## src/rpo_pkg.sv

```systemverilog
package rpo_pkg;

  // ==========================================================
  // Register addresses
  localparam logic [7:0] RPO_ADDR_PROTOCOL_CONTROL = 8'h01;
  localparam logic [7:0] RPO_ADDR_TYPE_B_TX_OPTIONS = 8'h02;
  localparam logic [7:0] RPO_ADDR_TYPE_A_RATE_PARITY = 8'h03;

  // ==========================================================
  // Reset values
  localparam logic [7:0] RPO_RST_PROTOCOL_CONTROL = 8'h02;
  localparam logic [7:0] RPO_RST_TYPE_B_TX_OPTIONS = 8'h00;
  localparam logic [7:0] RPO_RST_TYPE_A_RATE_PARITY = 8'h00;

  // ==========================================================
  // Writable bit masks; unused positions read zero
  localparam logic [7:0] RPO_MASK_PROTOCOL_CONTROL = 8'hFF;
  localparam logic [7:0] RPO_MASK_TYPE_B_TX_OPTIONS = 8'hFE;
  localparam logic [7:0] RPO_MASK_TYPE_A_RATE_PARITY = 8'hF8;

  // ==========================================================
  // Protocol control field positions
  localparam int RPO_PC_RX_CRC_ABSENT = 7;
  localparam int RPO_PC_DIRECT_SUB = 6;
  localparam int RPO_PC_TAG_READER = 5;
  localparam int RPO_PC_CODE_HI = 4;

  // Type B option field positions
  localparam int RPO_TB_GUARD_HI = 7;
  localparam int RPO_TB_GUARD_LO = 5;
  localparam int RPO_TB_EOF_LOW = 4;
  localparam int RPO_TB_SOF_HIGH = 3;
  localparam int RPO_TB_SOF_LOW = 2;
  localparam int RPO_TB_GUARD_LAST = 1;

  // Type A option field positions
  localparam int RPO_TA_SEP_RATE = 7;
  localparam int RPO_TA_RATE_HI = 6;
  localparam int RPO_TA_RATE_LO = 5;
  localparam int RPO_TA_TX_PAR = 4;
  localparam int RPO_TA_RX_PAR = 3;

  // ==========================================================
  // Protocol codes
  localparam logic [4:0] RPO_CODE_A_106 = 5'h08;
  localparam logic [4:0] RPO_CODE_A_212 = 5'h09;
  localparam logic [4:0] RPO_CODE_A_424 = 5'h0A;
  localparam logic [4:0] RPO_CODE_A_848 = 5'h0B;
  localparam logic [4:0] RPO_CODE_B_106 = 5'h0C;
  localparam logic [4:0] RPO_CODE_B_212 = 5'h0D;
  localparam logic [4:0] RPO_CODE_B_424 = 5'h0E;
  localparam logic [4:0] RPO_CODE_B_848 = 5'h0F;
  localparam logic [4:0] RPO_CODE_F_212 = 5'h1A;
  localparam logic [4:0] RPO_CODE_F_424 = 5'h1B;

  // ==========================================================
  // Frame lengths in elementary time units
  localparam logic [3:0] RPO_ETU_LOW_LONG = 4'hB;
  localparam logic [3:0] RPO_ETU_LOW_SHORT = 4'hA;
  localparam logic [3:0] RPO_ETU_HIGH_LONG = 4'h3;
  localparam logic [3:0] RPO_ETU_HIGH_SHORT = 4'h2;

  // Rate encodings (also match 2-bit tx rate field)
  localparam logic [1:0] RPO_RATE_106 = 2'h0;
  localparam logic [1:0] RPO_RATE_212 = 2'h1;
  localparam logic [1:0] RPO_RATE_424 = 2'h2;
  localparam logic [1:0] RPO_RATE_848 = 2'h3;

  // ==========================================================
  // Types
  typedef enum logic [3:0] {
    RPO_PROTO_NONE = 4'h1,
    RPO_PROTO_A = 4'h2,
    RPO_PROTO_B = 4'h4,
    RPO_PROTO_F = 4'h8
  } rpo_proto_t;

  // Register port request
  typedef struct packed {
    logic wr;
    logic rd;
    logic [7:0] addr;
    logic [7:0] wdata;
  } rpo_req_t;

  // Decoded settings for framing logic
  typedef struct packed {
    rpo_proto_t proto;
    logic [1:0] rx_rate;
    logic [1:0] tx_rate;
    logic rx_crc_check;
    logic direct_mode1;
    logic [2:0] char_guard_etu;
    logic guard_after_last;
    logic [3:0] frame_end_low_etu;
    logic [3:0] frame_start_high_etu;
    logic [3:0] frame_start_low_etu;
    logic tx_last_byte_even_parity;
    logic rx_last_byte_even_parity;
  } rpo_cfg_t;

  // Register bank state
  typedef struct packed {
    logic [7:0] protocol_control;
    logic [7:0] type_b_tx_options;
    logic [7:0] type_a_rate_parity_options;
    logic [7:0] rdata;
  } rpo_regs_t;

endpackage

```

## src/rfid_protocol_option_regs.sv

```systemverilog
`timescale 1ns/1ps
// Notes on behaviour
// - Crc-absent bit set means no rx crc check
// - Sub-mode bit picks direct mode 0 or 1
// - Codes 01000 to 01011 select type A
// - Codes 01100 to 01111 select type B
// - Codes 11010, 11011 select type F
// - Guard field gives 0 to 7 etu
// - End-of-frame low is 11 or 10 etu
// - Start-of-frame high is 3 or 2 etu
// - Start-of-frame low is 11 or 10 etu
// - Guard after last byte optional by bit
// - Separate rate enable uses tx rate field for type A or B only
// - Tx rate field maps 106 to 848 kbps
// - Tx parity odd, last byte even
// - Rx parity odd, last byte even
// - Type B options reset to 00
// - Type A options clear on control writes
// - Protocol control resets to 02
module rfid_protocol_option_regs (
  // Clock and reset
  input wire logic clk_sys,
  input wire logic rst_b,
  // Enable pin, low holds registers at reset values
  input wire logic enable,
  // Register port
  input rpo_pkg::rpo_req_t req,
  output logic [7:0] rdata,
  // Decoded settings
  output rpo_pkg::rpo_cfg_t cfg
);

  // ==========================================================
  // State
  rpo_pkg::rpo_regs_t state; // Registered state
  rpo_pkg::rpo_regs_t next_state; // Next state
  rpo_pkg::rpo_cfg_t cfg_q; // Registered settings
  rpo_pkg::rpo_cfg_t next_cfg; // Next settings
  rpo_pkg::rpo_proto_t dec_proto; // Decoded family
  logic [1:0] dec_rx_rate; // Decoded receive rate
  logic [3:0] eof_low_etu; // End-of-frame low length
  logic [3:0] sof_high_etu; // Start-of-frame high length
  logic [3:0] sof_low_etu; // Start-of-frame low length

  // ==========================================================
  // Protocol decode of the next control value
  rpo_proto_decode u_decode (
    .code(next_state.protocol_control[rpo_pkg::RPO_PC_CODE_HI:0]),
    .proto(dec_proto),
    .rx_rate(dec_rx_rate)
  );

  // ==========================================================
  // Frame phase lengths
  rpo_etu_select u_eof_low (
    .long_sel(next_state.type_b_tx_options[rpo_pkg::RPO_TB_EOF_LOW]),
    .long_etu(rpo_pkg::RPO_ETU_LOW_LONG),
    .short_etu(rpo_pkg::RPO_ETU_LOW_SHORT),
    .etu(eof_low_etu)
  );

  rpo_etu_select u_sof_high (
    .long_sel(next_state.type_b_tx_options[rpo_pkg::RPO_TB_SOF_HIGH]),
    .long_etu(rpo_pkg::RPO_ETU_HIGH_LONG),
    .short_etu(rpo_pkg::RPO_ETU_HIGH_SHORT),
    .etu(sof_high_etu)
  );

  rpo_etu_select u_sof_low (
    .long_sel(next_state.type_b_tx_options[rpo_pkg::RPO_TB_SOF_LOW]),
    .long_etu(rpo_pkg::RPO_ETU_LOW_LONG),
    .short_etu(rpo_pkg::RPO_ETU_LOW_SHORT),
    .etu(sof_low_etu)
  );

  // ==========================================================
  // Register writes and read data
  always_comb begin
    next_state = state;
    if (!enable) begin
      // Enable low returns every register to reset
      next_state.protocol_control = rpo_pkg::RPO_RST_PROTOCOL_CONTROL;
      next_state.type_b_tx_options = rpo_pkg::RPO_RST_TYPE_B_TX_OPTIONS;
      next_state.type_a_rate_parity_options = rpo_pkg::RPO_RST_TYPE_A_RATE_PARITY;
      next_state.rdata = 8'h00;
    end else begin
      // Write decode
      if (req.wr && req.addr == rpo_pkg::RPO_ADDR_PROTOCOL_CONTROL) begin
        next_state.protocol_control = req.wdata & rpo_pkg::RPO_MASK_PROTOCOL_CONTROL;
        // Control write clears the type A options
        next_state.type_a_rate_parity_options = rpo_pkg::RPO_RST_TYPE_A_RATE_PARITY;
      end else if (req.wr && req.addr == rpo_pkg::RPO_ADDR_TYPE_B_TX_OPTIONS) begin
        next_state.type_b_tx_options = req.wdata & rpo_pkg::RPO_MASK_TYPE_B_TX_OPTIONS;
      end else if (req.wr && req.addr == rpo_pkg::RPO_ADDR_TYPE_A_RATE_PARITY) begin
        next_state.type_a_rate_parity_options =
          req.wdata & rpo_pkg::RPO_MASK_TYPE_A_RATE_PARITY;
      end
      // Read decode, unmapped reads give zero
      if (req.rd && req.addr == rpo_pkg::RPO_ADDR_PROTOCOL_CONTROL) begin
        next_state.rdata = state.protocol_control;
      end else if (req.rd && req.addr == rpo_pkg::RPO_ADDR_TYPE_B_TX_OPTIONS) begin
        next_state.rdata = state.type_b_tx_options;
      end else if (req.rd && req.addr == rpo_pkg::RPO_ADDR_TYPE_A_RATE_PARITY) begin
        next_state.rdata = state.type_a_rate_parity_options;
      end else if (req.rd) begin
        next_state.rdata = 8'h00;
      end
    end
  end

  // ==========================================================
  // Settings derived from the next register values
  always_comb begin
    next_cfg.proto = dec_proto;
    next_cfg.rx_rate = dec_rx_rate;
    // Separate tx rate only for type A or B, at any receive rate
    if (next_state.type_a_rate_parity_options[rpo_pkg::RPO_TA_SEP_RATE] &&
        (dec_proto == rpo_pkg::RPO_PROTO_A || dec_proto == rpo_pkg::RPO_PROTO_B)) begin
      next_cfg.tx_rate = next_state.type_a_rate_parity_options[
        rpo_pkg::RPO_TA_RATE_HI:rpo_pkg::RPO_TA_RATE_LO];
    end else begin
      next_cfg.tx_rate = dec_rx_rate;
    end
    next_cfg.rx_crc_check =
      !next_state.protocol_control[rpo_pkg::RPO_PC_RX_CRC_ABSENT];
    next_cfg.direct_mode1 = next_state.protocol_control[rpo_pkg::RPO_PC_DIRECT_SUB];
    // Type B framing only applies to type B
    if (dec_proto == rpo_pkg::RPO_PROTO_B) begin
      next_cfg.char_guard_etu = next_state.type_b_tx_options[
        rpo_pkg::RPO_TB_GUARD_HI:rpo_pkg::RPO_TB_GUARD_LO];
      next_cfg.guard_after_last =
        next_state.type_b_tx_options[rpo_pkg::RPO_TB_GUARD_LAST];
      next_cfg.frame_end_low_etu = eof_low_etu;
      next_cfg.frame_start_high_etu = sof_high_etu;
      next_cfg.frame_start_low_etu = sof_low_etu;
    end else begin
      next_cfg.char_guard_etu = 3'h0;
      next_cfg.guard_after_last = 1'b0;
      next_cfg.frame_end_low_etu = 4'h0;
      next_cfg.frame_start_high_etu = 4'h0;
      next_cfg.frame_start_low_etu = 4'h0;
    end
    // Parity options only for type A
    if (dec_proto == rpo_pkg::RPO_PROTO_A) begin
      next_cfg.tx_last_byte_even_parity =
        next_state.type_a_rate_parity_options[rpo_pkg::RPO_TA_TX_PAR];
      next_cfg.rx_last_byte_even_parity =
        next_state.type_a_rate_parity_options[rpo_pkg::RPO_TA_RX_PAR];
    end else begin
      next_cfg.tx_last_byte_even_parity = 1'b0;
      next_cfg.rx_last_byte_even_parity = 1'b0;
    end
  end

  // ==========================================================
  // State registers
  always_ff @(posedge clk_sys or negedge rst_b) begin
    if (!rst_b) begin
      state.protocol_control <= rpo_pkg::RPO_RST_PROTOCOL_CONTROL;
      state.type_b_tx_options <= rpo_pkg::RPO_RST_TYPE_B_TX_OPTIONS;
      state.type_a_rate_parity_options <= rpo_pkg::RPO_RST_TYPE_A_RATE_PARITY;
      state.rdata <= 8'h00;
      cfg_q.proto <= rpo_pkg::RPO_PROTO_NONE;
      cfg_q.rx_rate <= rpo_pkg::RPO_RATE_106;
      cfg_q.tx_rate <= rpo_pkg::RPO_RATE_106;
      cfg_q.rx_crc_check <= 1'b1;
      cfg_q.direct_mode1 <= 1'b0;
      cfg_q.char_guard_etu <= 3'h0;
      cfg_q.guard_after_last <= 1'b0;
      cfg_q.frame_end_low_etu <= 4'h0;
      cfg_q.frame_start_high_etu <= 4'h0;
      cfg_q.frame_start_low_etu <= 4'h0;
      cfg_q.tx_last_byte_even_parity <= 1'b0;
      cfg_q.rx_last_byte_even_parity <= 1'b0;
    end else begin
      state <= next_state;
      cfg_q <= next_cfg;
    end
  end

  // ==========================================================
  // Outputs straight from flip-flops
  assign rdata = state.rdata;
  assign cfg = cfg_q;

endmodule

```

## src/rpo_etu_select.sv

```systemverilog
`timescale 1ns/1ps
// Picks a long or short frame phase length
module rpo_etu_select (
  // Select and choices
  input wire logic long_sel,
  input wire logic [3:0] long_etu,
  input wire logic [3:0] short_etu,
  // Chosen length
  output logic [3:0] etu
);

  // ==========================================================
  // Selector
  assign etu = long_sel ? long_etu : short_etu;

endmodule

```

## src/rpo_proto_decode.sv

```systemverilog
`timescale 1ns/1ps
// Maps the 5-bit protocol code to a family and a receive rate
module rpo_proto_decode (
  // Code in
  input wire logic [4:0] code,
  // Decoded family and rate
  output rpo_pkg::rpo_proto_t proto,
  output logic [1:0] rx_rate
);

  // ==========================================================
  // Decoder
  always_comb begin
    proto = rpo_pkg::RPO_PROTO_NONE;
    rx_rate = rpo_pkg::RPO_RATE_106;
    case (code)
      rpo_pkg::RPO_CODE_A_106: begin
        proto = rpo_pkg::RPO_PROTO_A;
      end
      rpo_pkg::RPO_CODE_A_212: begin
        proto = rpo_pkg::RPO_PROTO_A;
        rx_rate = rpo_pkg::RPO_RATE_212;
      end
      rpo_pkg::RPO_CODE_A_424: begin
        proto = rpo_pkg::RPO_PROTO_A;
        rx_rate = rpo_pkg::RPO_RATE_424;
      end
      rpo_pkg::RPO_CODE_A_848: begin
        proto = rpo_pkg::RPO_PROTO_A;
        rx_rate = rpo_pkg::RPO_RATE_848;
      end
      rpo_pkg::RPO_CODE_B_106: begin
        proto = rpo_pkg::RPO_PROTO_B;
      end
      rpo_pkg::RPO_CODE_B_212: begin
        proto = rpo_pkg::RPO_PROTO_B;
        rx_rate = rpo_pkg::RPO_RATE_212;
      end
      rpo_pkg::RPO_CODE_B_424: begin
        proto = rpo_pkg::RPO_PROTO_B;
        rx_rate = rpo_pkg::RPO_RATE_424;
      end
      rpo_pkg::RPO_CODE_B_848: begin
        proto = rpo_pkg::RPO_PROTO_B;
        rx_rate = rpo_pkg::RPO_RATE_848;
      end
      rpo_pkg::RPO_CODE_F_212: begin
        proto = rpo_pkg::RPO_PROTO_F;
        rx_rate = rpo_pkg::RPO_RATE_212;
      end
      rpo_pkg::RPO_CODE_F_424: begin
        proto = rpo_pkg::RPO_PROTO_F;
        rx_rate = rpo_pkg::RPO_RATE_424;
      end
      default: begin
        proto = rpo_pkg::RPO_PROTO_NONE;
      end
    endcase
  end

endmodule
```

## config.mk

```make
export PLATFORM = sky130hd
export DESIGN_NAME = rfid_protocol_option_regs
export DESIGN_NICKNAME = d
export VERILOG_FILES = /design/src/rpo_pkg.sv /design/src/rfid_protocol_option_regs.sv /design/src/rpo_etu_select.sv /design/src/rpo_proto_decode.sv
export SDC_FILE = /design/constraint.sdc
export NUM_CORES = 1
export LEC_CHECK = 0
export BUFFER_PORTS_ARGS = -buffer_cell sky130_fd_sc_hd__clkbuf_2
export CAP_MARGIN = 30
export CORE_MARGIN = 10
export CORE_UTILIZATION = 57
export CTS_CLUSTER_DIAMETER = 150
export DETAILED_ROUTE_END_ITERATION = 10
export PLACE_DENSITY = 0.85
export SLEW_MARGIN = 15
export SYNTH_ARGS = -nofsm -noshare
export SYNTH_HDL_FRONTEND = slang
export SYNTH_SLANG_ARGS = --single-unit
```

## constraint.sdc

```tcl
create_clock -name clk_sys -period 2.1 [get_ports clk_sys]
set_clock_uncertainty 0.05 [all_clocks]
set_input_delay 0.42 -clock clk_sys [delete_from_list [all_inputs] [get_ports clk_sys]]
set_output_delay 0.42 -clock clk_sys [all_outputs]
set_load 0.1 [all_outputs]
```

# Yosys cells after proc, flatten, opt, wreduce, memory -nomap -nowiden
# Index checks and enable logic that the tools add are counted.
[totals]
out_inout_bits = 36
reg_bits = 60
inputBits = 21
word_cells = 76
[classes]
reduce_logical = 17
mux = 19
n_eq_ne = 21
[ops]
columns = ["cell", "n"]
rows = [
  ["two-way mux 8 bit", 10],
  ["== test 5 x 4 -> 1 bit (second input constant)", 8],
  ["two-way mux 32 bit", 1],
  ["== test 8 x 2 -> 1 bit (second input constant)", 2],
  ["two-way mux 16 bit", 1],
  ["one-hot mux 4 bit (3 select lines)", 1],
  ["== test 5 bit (second input constant)", 2],
  ["== test 8 x 1 -> 1 bit (second input constant)", 1],
  ["OR reduction 4 bit", 2],
  ["logical AND 1 bit", 7],
  ["one-hot mux 2 bit (3 select lines)", 1],
  ["OR reduction 3 bit", 2],
  ["inequality test 5 x 1 -> 1 bit (second input constant)", 1],
  ["== test 4 x 2 -> 1 bit (second input constant)", 1],
  ["== test 4 x 3 -> 1 bit (second input constant)", 1],
  ["two-way mux 2 bit", 2],
  ["inequality test 2 x 1 -> 1 bit (second input constant)", 2],
  ["AND reduction 2 bit", 2],
  ["OR reduction 2 bit", 2],
  ["two-way mux 1 bit", 3],
  ["inequality test 3 x 1 -> 1 bit (second input constant)", 1],
  ["inequality test 3 bit (second input constant)", 1],
  ["inequality test 2 bit (second input constant)", 1],
  ["zero test 1 bit", 1],
  ["logical OR 1 bit", 1],
]

# Depth between registers and ports, before layout
# Gate-level depths: netlist of run 1.
[depth]
depth_word = 13
depth_mapped = 7
mapped_depth_nobuf = 5

# By module
# From an unflattened synthesis of run 1, not the netlist that was laid out.
[hier_totals]
cells_unflattened = 226
hier_area_um2 = 2645.0
[modules_own_cells]
columns = ["mod", "n_inst", "seq_area_each_um2", "area_each_um2", "cells_per_inst"]
rows = [
  ["rfid_protocol_option_regs", 1, 1380.1, 2432.3, 202],
  ["rpo_etu_select", 3, 0.0, 45.0, 4],
  ["rpo_proto_decode", 1, 0.0, 77.6, 12],
]

# Least setup slack after synthesis of run 1
# Ideal clock, no wire load.
[synth_timing]
kind = "input-to-reg"
startpoint = "input req[15] (netlist bit)"
endpoint = "register cfg_q (netlist bit cfg[20])"
required_ns = 1.923
path_stages = 6
t_arrival_ns = 1.732
n_path_buf = 1
path_slack_ns = 0.191
path_cell_list = "nor4_4 > nand3_2 > buf_6 > mux2_4 > nor3_1 > nor4b_2"
[synth_lines]
columns = ["element", "line_no", "rtl"]
rows = [
  ["start, declared", "rfid_protocol_option_regs.sv:27", "input rpo_pkg::rpo_req_t req,"],
  ["end signal, assigned", "rfid_protocol_option_regs.sv:177", "cfg_q <= next_cfg;"],
  ["end, declared", "rfid_protocol_option_regs.sv:37", "rpo_pkg::rpo_cfg_t cfg_q;"],
]

==> results of run 1 <==
-- final timing paths --
check	end	from	cells after the start	slack [ns]
worst max register to register	cfg[20]	state[25]	5	0.43
worst min-delay path	cfg[21]	rst_b	2	0.14
max in group asynchronous	state[21]	rst_b	2	1.45
worst min register to register	state[29]	state[29]	2	0.48
min in group clk_sys	state[29]	req[5]	3	0.36
worst max-delay path	cfg[20]	req[15]	6	0.31
-- sequential cells by signal, indices dropped and copies added, names as in the netlist --
name	flops
rdata	8
state	20
cfg	19
-- layout make-up --
| type | count | area share (%) |
|---|---|---|
| clock buffer | 8 | 3.766 |
| inverter | 10 | 1.412 |
| multi-input combinational | 129 | 33.57 |
| sequential | 47 | 44.40 |
| tap | 48 | 2.260 |
| timing repair buffer | 69 | 14.60 |
-- metrics by stage --
stage                     worst slack [ns]  std cells  total power, mW  instance area (µm²)
after CTS                           0.3054        311            1.631                 2658
final                               0.3068        311            1.621                 2658
after global routing                0.2472        311            1.682                 2658
after detailed placement          -0.01175        303            1.059                 2557
after floorplan                     0.1913        212            1.001                 2281
after global placement             0.04696        303            1.058                 2557
-- cells in the final DEF (no fill, tap or decap) --
cell type   n
clkbuf_2   52
dfrtp_1    44
nor2_1     18
buf_4      17
mux2i_1    16
nand2_1    12
inv_1      10
nor3_1      9
nand3_1     7
mux2_2      7
clkbuf_8    7
a21oi_1     6
nand2b_1    5
a22oi_1     5
o22ai_1     5
and2_1      5
conb_1      4
nand3b_1    3
nor2b_1     3
dfstp_2     3
and4_1      2
nor3b_1     2
or3_1       2
nand4_1     2
a22o_1      2
and2b_1     1
nor4_4      1
nor3b_2     1
a31oi_1     1
o21a_1      1
nand3_2     1
mux2i_4     1
mux2_4      1
or4_4       1
nand4bb_1   1
o21ai_0     1
a21oi_2     1
mux2i_2     1
nor4b_2     1
clkbuf_1    1
-- kinds of logic (layout without fill, tap and decap cells) --
kind of cell           Yosys count  count (layout)
DFF                             47              47
and+or+nand+nor                 77              77
other                            1               4
muxes                           26              26
AOI/OAI and AO/OA               22              22
buffers and inverters           36              87
-- routing by layer --
metal | vias up | share of wire [%] | global-route usage, %
met4 | 0 | 2.2 | 5.846
li1 | 799 | - | -
met2 | 58 | 50 | 25.42
met1 | 810 | 40 | 18.34
met5 | - | 0 | 0
met3 | 12 | 8.0 | 5.957
-- report_power, final --
| part | leakage, nW | switching (mW) | internal (mW) |
|---|---|---|---|
| logic | 0.700 | 0.101 | 0.0357 |
| registers | 0.647 | 0.000372 | 0.905 |
| clock network | 0.0515 | 0.278 | 0.300 |
==> impl_metrics.json, run 1 <==
{
  "status": "complete, no violations",
  "synth_most_common_cell": "dfrtp_1",
  "crit_arrival_ns": 1.95,
  "synth_edf_count": 0,
  "grt_max_degree": 48,
  "cp_top_family": "simple AND/OR/NAND/NOR gates",
  "cts_made_buffers": 5,
  "finish.utilization_pct": 70.99,
  "synth-async-reset-ratio_pct": 100.0,
  "period_share_pct": 85.39,
  "synthTopCellsByArea": "dfrtp_1 (49%), mux2i_1 (7.1%), buf_4 (5.6%)",
  "syn_to_final_growth_pct": 17.09,
  "synthMuxAreaShare_pct": 12.79,
  "leakagePower_nw": 1.398,
  "syn-cell-area_um2": 2270,
  "antenna_found_initial": 0,
  "die_area_um2": 6906,
  "cts_buffer_depth": 2,
  "synth_top_area_share_pct": 48.51,
  "post-route-min-period_ns": 1.793,
  "synth-xor-area-share_pct": 0,
  "whs_ns": 0.1401,
  "drt_iter0_markers": 148,
  "grt.total_usage_pct": 15.69,
  "cts_max_level": 2,
  "slowest_delay_ns": 0.55,
  "synth_fa_ha_area_share_pct": 0,
  "cp_num_buf_inv": 1,
  "peakVddDrop_uv": 467.1,
  "initial_core_util_pct": 60.63,
  "dp_hpwl_um": 4092,
  "slew_headroom_pct": 61.44,
  "io_pins": 57,
  "routed_wl_um": 5293,
  "required_ns": 2.26,
  "portBuffers": 52,
  "synth_top_area_cell": "dfrtp_1",
  "cts_hold_buf": 0,
  "rows": 22,
  "postCtsSetupBuffers": 0,
  "min_path_type": "input port to asynchronous set/reset pin",
  "startpoint_type": "input port",
  "worst-setup-path-type": "input port to flop",
  "synth.distinct_cells": 40,
  "drive_above_1_share_pct": 36.12,
  "synthSimpleGateAreaFrac_pct": 19.51,
  "fp.dieW_um": 83.10,
  "cts_tree": "done",
  "nets": 283,
  "syn_avg_cell_area_um2": 10.86,
  "crit_path_end_kind": "flop",
  "root_buffer": "clkbuf_8",
  "yosysSeqAreaShare_pct": 51.98,
  "crit_path_max_fanout": 4,
  "clk_pin_slew_worst_paths_ns": 0.08,
  "seqCellArea_um2": 1180,
  "synth-compound-area-share_pct": 6.340,
  "clk_latency_ns": 0.30,
  "power_density_nw_per_um2": 610.0,
  "slowest_stage": "or4_4",
  "finalSetupViolCount": 0,
  "antenna_cells": 0,
  "grt_pass1_vias": 1776,
  "max_freq_ghz": 0.5577,
  "grt_pass1_wl_um": 8818,
  "drcViolationCount": 0,
  "setup_tns_ns": 0,
  "drt.antenna.violating_nets": 0,
  "die_h_um": 83.10,
  "syn_inst": 209,
  "synth_ff_type": "dfrtp_1",
  "synth_commonest_cells": "dfrtp_1 (44), nor2_1 (18), buf_4 (17)",
  "overflow": 0,
  "finalMaxSlewViolations": 0,
  "hold_violations": 0,
  "crit_chain": "clkbuf_2, or4_4, or3_1, a21oi_2, nand3b_1, nor4b_2",
  "vias_per_cell": 5.399,
  "worst_pin_slew_ns": 0.5784,
  "synth_top_family_by_area": "simple AND/OR/NAND/NOR gates",
  "ys_warn_count": 0,
  "ctsResizeCount": 0,
  "core_um2": 3744,
  "routedWlPerCell_um": 17.02,
  "cts_sinks": 47,
  "ys_ff_latch": 47,
  "fill_cells": 297,
  "rsz0062_at_grt": "no",
  "routabilityCongestion": 0.8977,
  "drt_pass1_iterations": 4,
  "cap_violations": 0,
  "vias": 1679,
  "multiInputGateArea_um2": 892.1
}
Note: power is estimated with default switching activity, not from simulation.
==> run 2, diff against run 1 <==
--- a/config.mk
+++ b/config.mk
@@ -7,7 +7,6 @@
 export LEC_CHECK = 0
 export BUFFER_PORTS_ARGS = -buffer_cell sky130_fd_sc_hd__clkbuf_2
 export CAP_MARGIN = 30
-export CORE_MARGIN = 10
 export CORE_UTILIZATION = 57
 export CTS_CLUSTER_DIAMETER = 150
 export DETAILED_ROUTE_END_ITERATION = 10
==> run 2 against run 1 <==
- highest routed layer unchanged
- non-clock buffer count is 5 lower
- combinational power about the same
- register-to-register slack better by 0.08 ns
- setup slack worse by 0.012 ns
- flip-flop and latch count unchanged
- routed wire length decreased by 9.0%
==> impl_metrics.json, run 2 (synthesis results as in run 1) <==
{
  "peakVddDrop_uv": 391.5,
  "initial_core_util_pct": 60.63,
  "r2r_slack_ns": 0.51,
  "drt_iter0_markers": 120,
  "finalNonFillerCells": 306,
  "startpoint_type": "input port",
  "power_density_nw_per_um2": 622.6,
  "cp_top_family": "simple AND/OR/NAND/NOR gates",
  "whs_ns": 0.1524,
  "slew_headroom_pct": 61.59,
  "worstReg2RegEnd": "cfg[20]",
  "crit_path_end_kind": "flop",
  "worst-setup-path-type": "input port to flop",
  "ctsResizeCount": 0,
  "vias": 1720,
  "slowest_stage": "nor4_4",
  "cts_hold_buf": 0,
  "cts_sinks": 47,
  "core_um2": 3744,
  "hold_violations": 0,
  "drcViolationCount": 0,
  "rsz0062_at_grt": "no",
  "status": "complete, no violations",
  "dp_cells": 298,
  "clk_pin_slew_worst_paths_ns": 0.08,
  "cts_tree": "done",
  "finish.utilization_pct": 69.99,
  "routedWlPerCell_um": 15.73,
  "crit_chain": "clkbuf_2, nor4_4, nand3_2, mux2i_4, nand2_1, nor3_1",
  "crit_path_max_fanout": 9,
  "grt_pass1_vias": 1598,
  "routabilityCongestion": 0.8961,
  "required_ns": 2.27,
  "vias_per_cell": 5.621,
  "overflow": 0,
  "setup_tns_ns": 0,
  "r2r_start": "state[25]",
  "max_freq_ghz": 0.5538,
  "fin_ws_ns": 0.2944,
  "io_pins": 57,
  "period_share_pct": 85.98,
  "min_path_type": "input port to asynchronous set/reset pin",
  "postCtsSetupBuffers": 0,
  "finalSetupViolCount": 0,
  "cts_max_level": 2,
  "grt_max_degree": 48,
  "portBuffers": 52,
  "slowest_delay_ns": 0.35,
  "grt_pass1_wl_um": 7527,
  "layout_common_cells": "clkbuf_2 (52), dfrtp_1 (44), nor2_1 (18)",
  "drt.antenna.violating_nets": 0,
  "root_buffer": "clkbuf_8",
  "reg2reg_depth": 5,
  "routed_wl_um": 4814,
  "antenna_cells": 0,
  "cp_num_buf_inv": 1,
  "cap_violations": 0,
  "top_register": "state",
  "crit_arrival_ns": 1.97,
  "cts_buffer_depth": 2,
  "post-route-min-period_ns": 1.806,
  "leakagePower_nw": 1.376,
  "clk_latency_ns": 0.30,
  "pre_cts_ws_ns": -0.0003400,
  "cts_made_buffers": 5,
  "finalMaxSlewViolations": 0,
  "dp_hpwl_um": 3499,
  "largest_register_ffs": 20,
  "drive_above_1_share_pct": 34.88,
  "syn_to_final_growth_pct": 15.44,
  "final_common_cell": "clkbuf_2",
  "drt_pass1_iterations": 4,
  "die_h_um": 65.10,
  "grt.total_usage_pct": 24.24,
  "nets": 278,
  "fp.dieW_um": 65.10,
  "rows": 22,
  "antenna_found_initial": 0,
  "die_area_um2": 4238,
  "worst_pin_slew_ns": 0.5761
}
## run 2: cell types whose count changed in the layout (fill, tap and decap cells not counted)
| cell | change |
|---|---|
| buf_4 | -5 |
## run 2: how the worst max path moves through the flow
stage	cells past startpoint	startpoint	slack [ns]	endpoint
2_1_floorplan	6	req[15]	0.19	cfg[20]
3_5_place_dp	6	req[15]	-0.0003	cfg[17]
3_3_place_gp	6	req[15]	0.06	cfg[20]
6_report	6	req[15]	0.29	cfg[6]
4_1_cts	6	req[15]	0.31	cfg[15]
5_1_grt	6	req[15]	0.18	cfg[15]
## run 2: cell type report
cell class	count	area [µm²]
fill	291	1124
timing repair buffer	64	350.3
clock buffer	8	100.1
multi-input combinational	129	892.1
inverter	10	37.54
tap	48	60.06
sequential	47	1180
## run 2: report_power, final
group          switching, mW  total [mW]  leakage [nW]  internal, mW
clock                  0.289       0.589        0.0515         0.300
sequential          0.000352       0.905         0.647         0.905
combinational          0.101       0.136         0.678        0.0356
total                  0.390        1.63          1.38          1.24
## run 2: metrics by stage
step | cell area (µm²) | total power, mW
4_1_cts | 2620 | 1.639
6_report | 2620 | 1.631
3_3_place_gp | 2520 | 1.057
5_1_grt | 2620 | 1.679
2_1_floorplan | 2281 | 1.001
3_5_place_dp | 2520 | 1.059
## run 2: routing by layer
layer / GRT usage, % / up-vias / part of all wire, %
met1: 31.92 / 844 / 43
met5: 0 / - / 0
met2: 39.58 / 77 / 50
li1: - / 790 / -
met3: 4.514 / 9 / 6.5
met4: 10.05 / 0 / 1.4
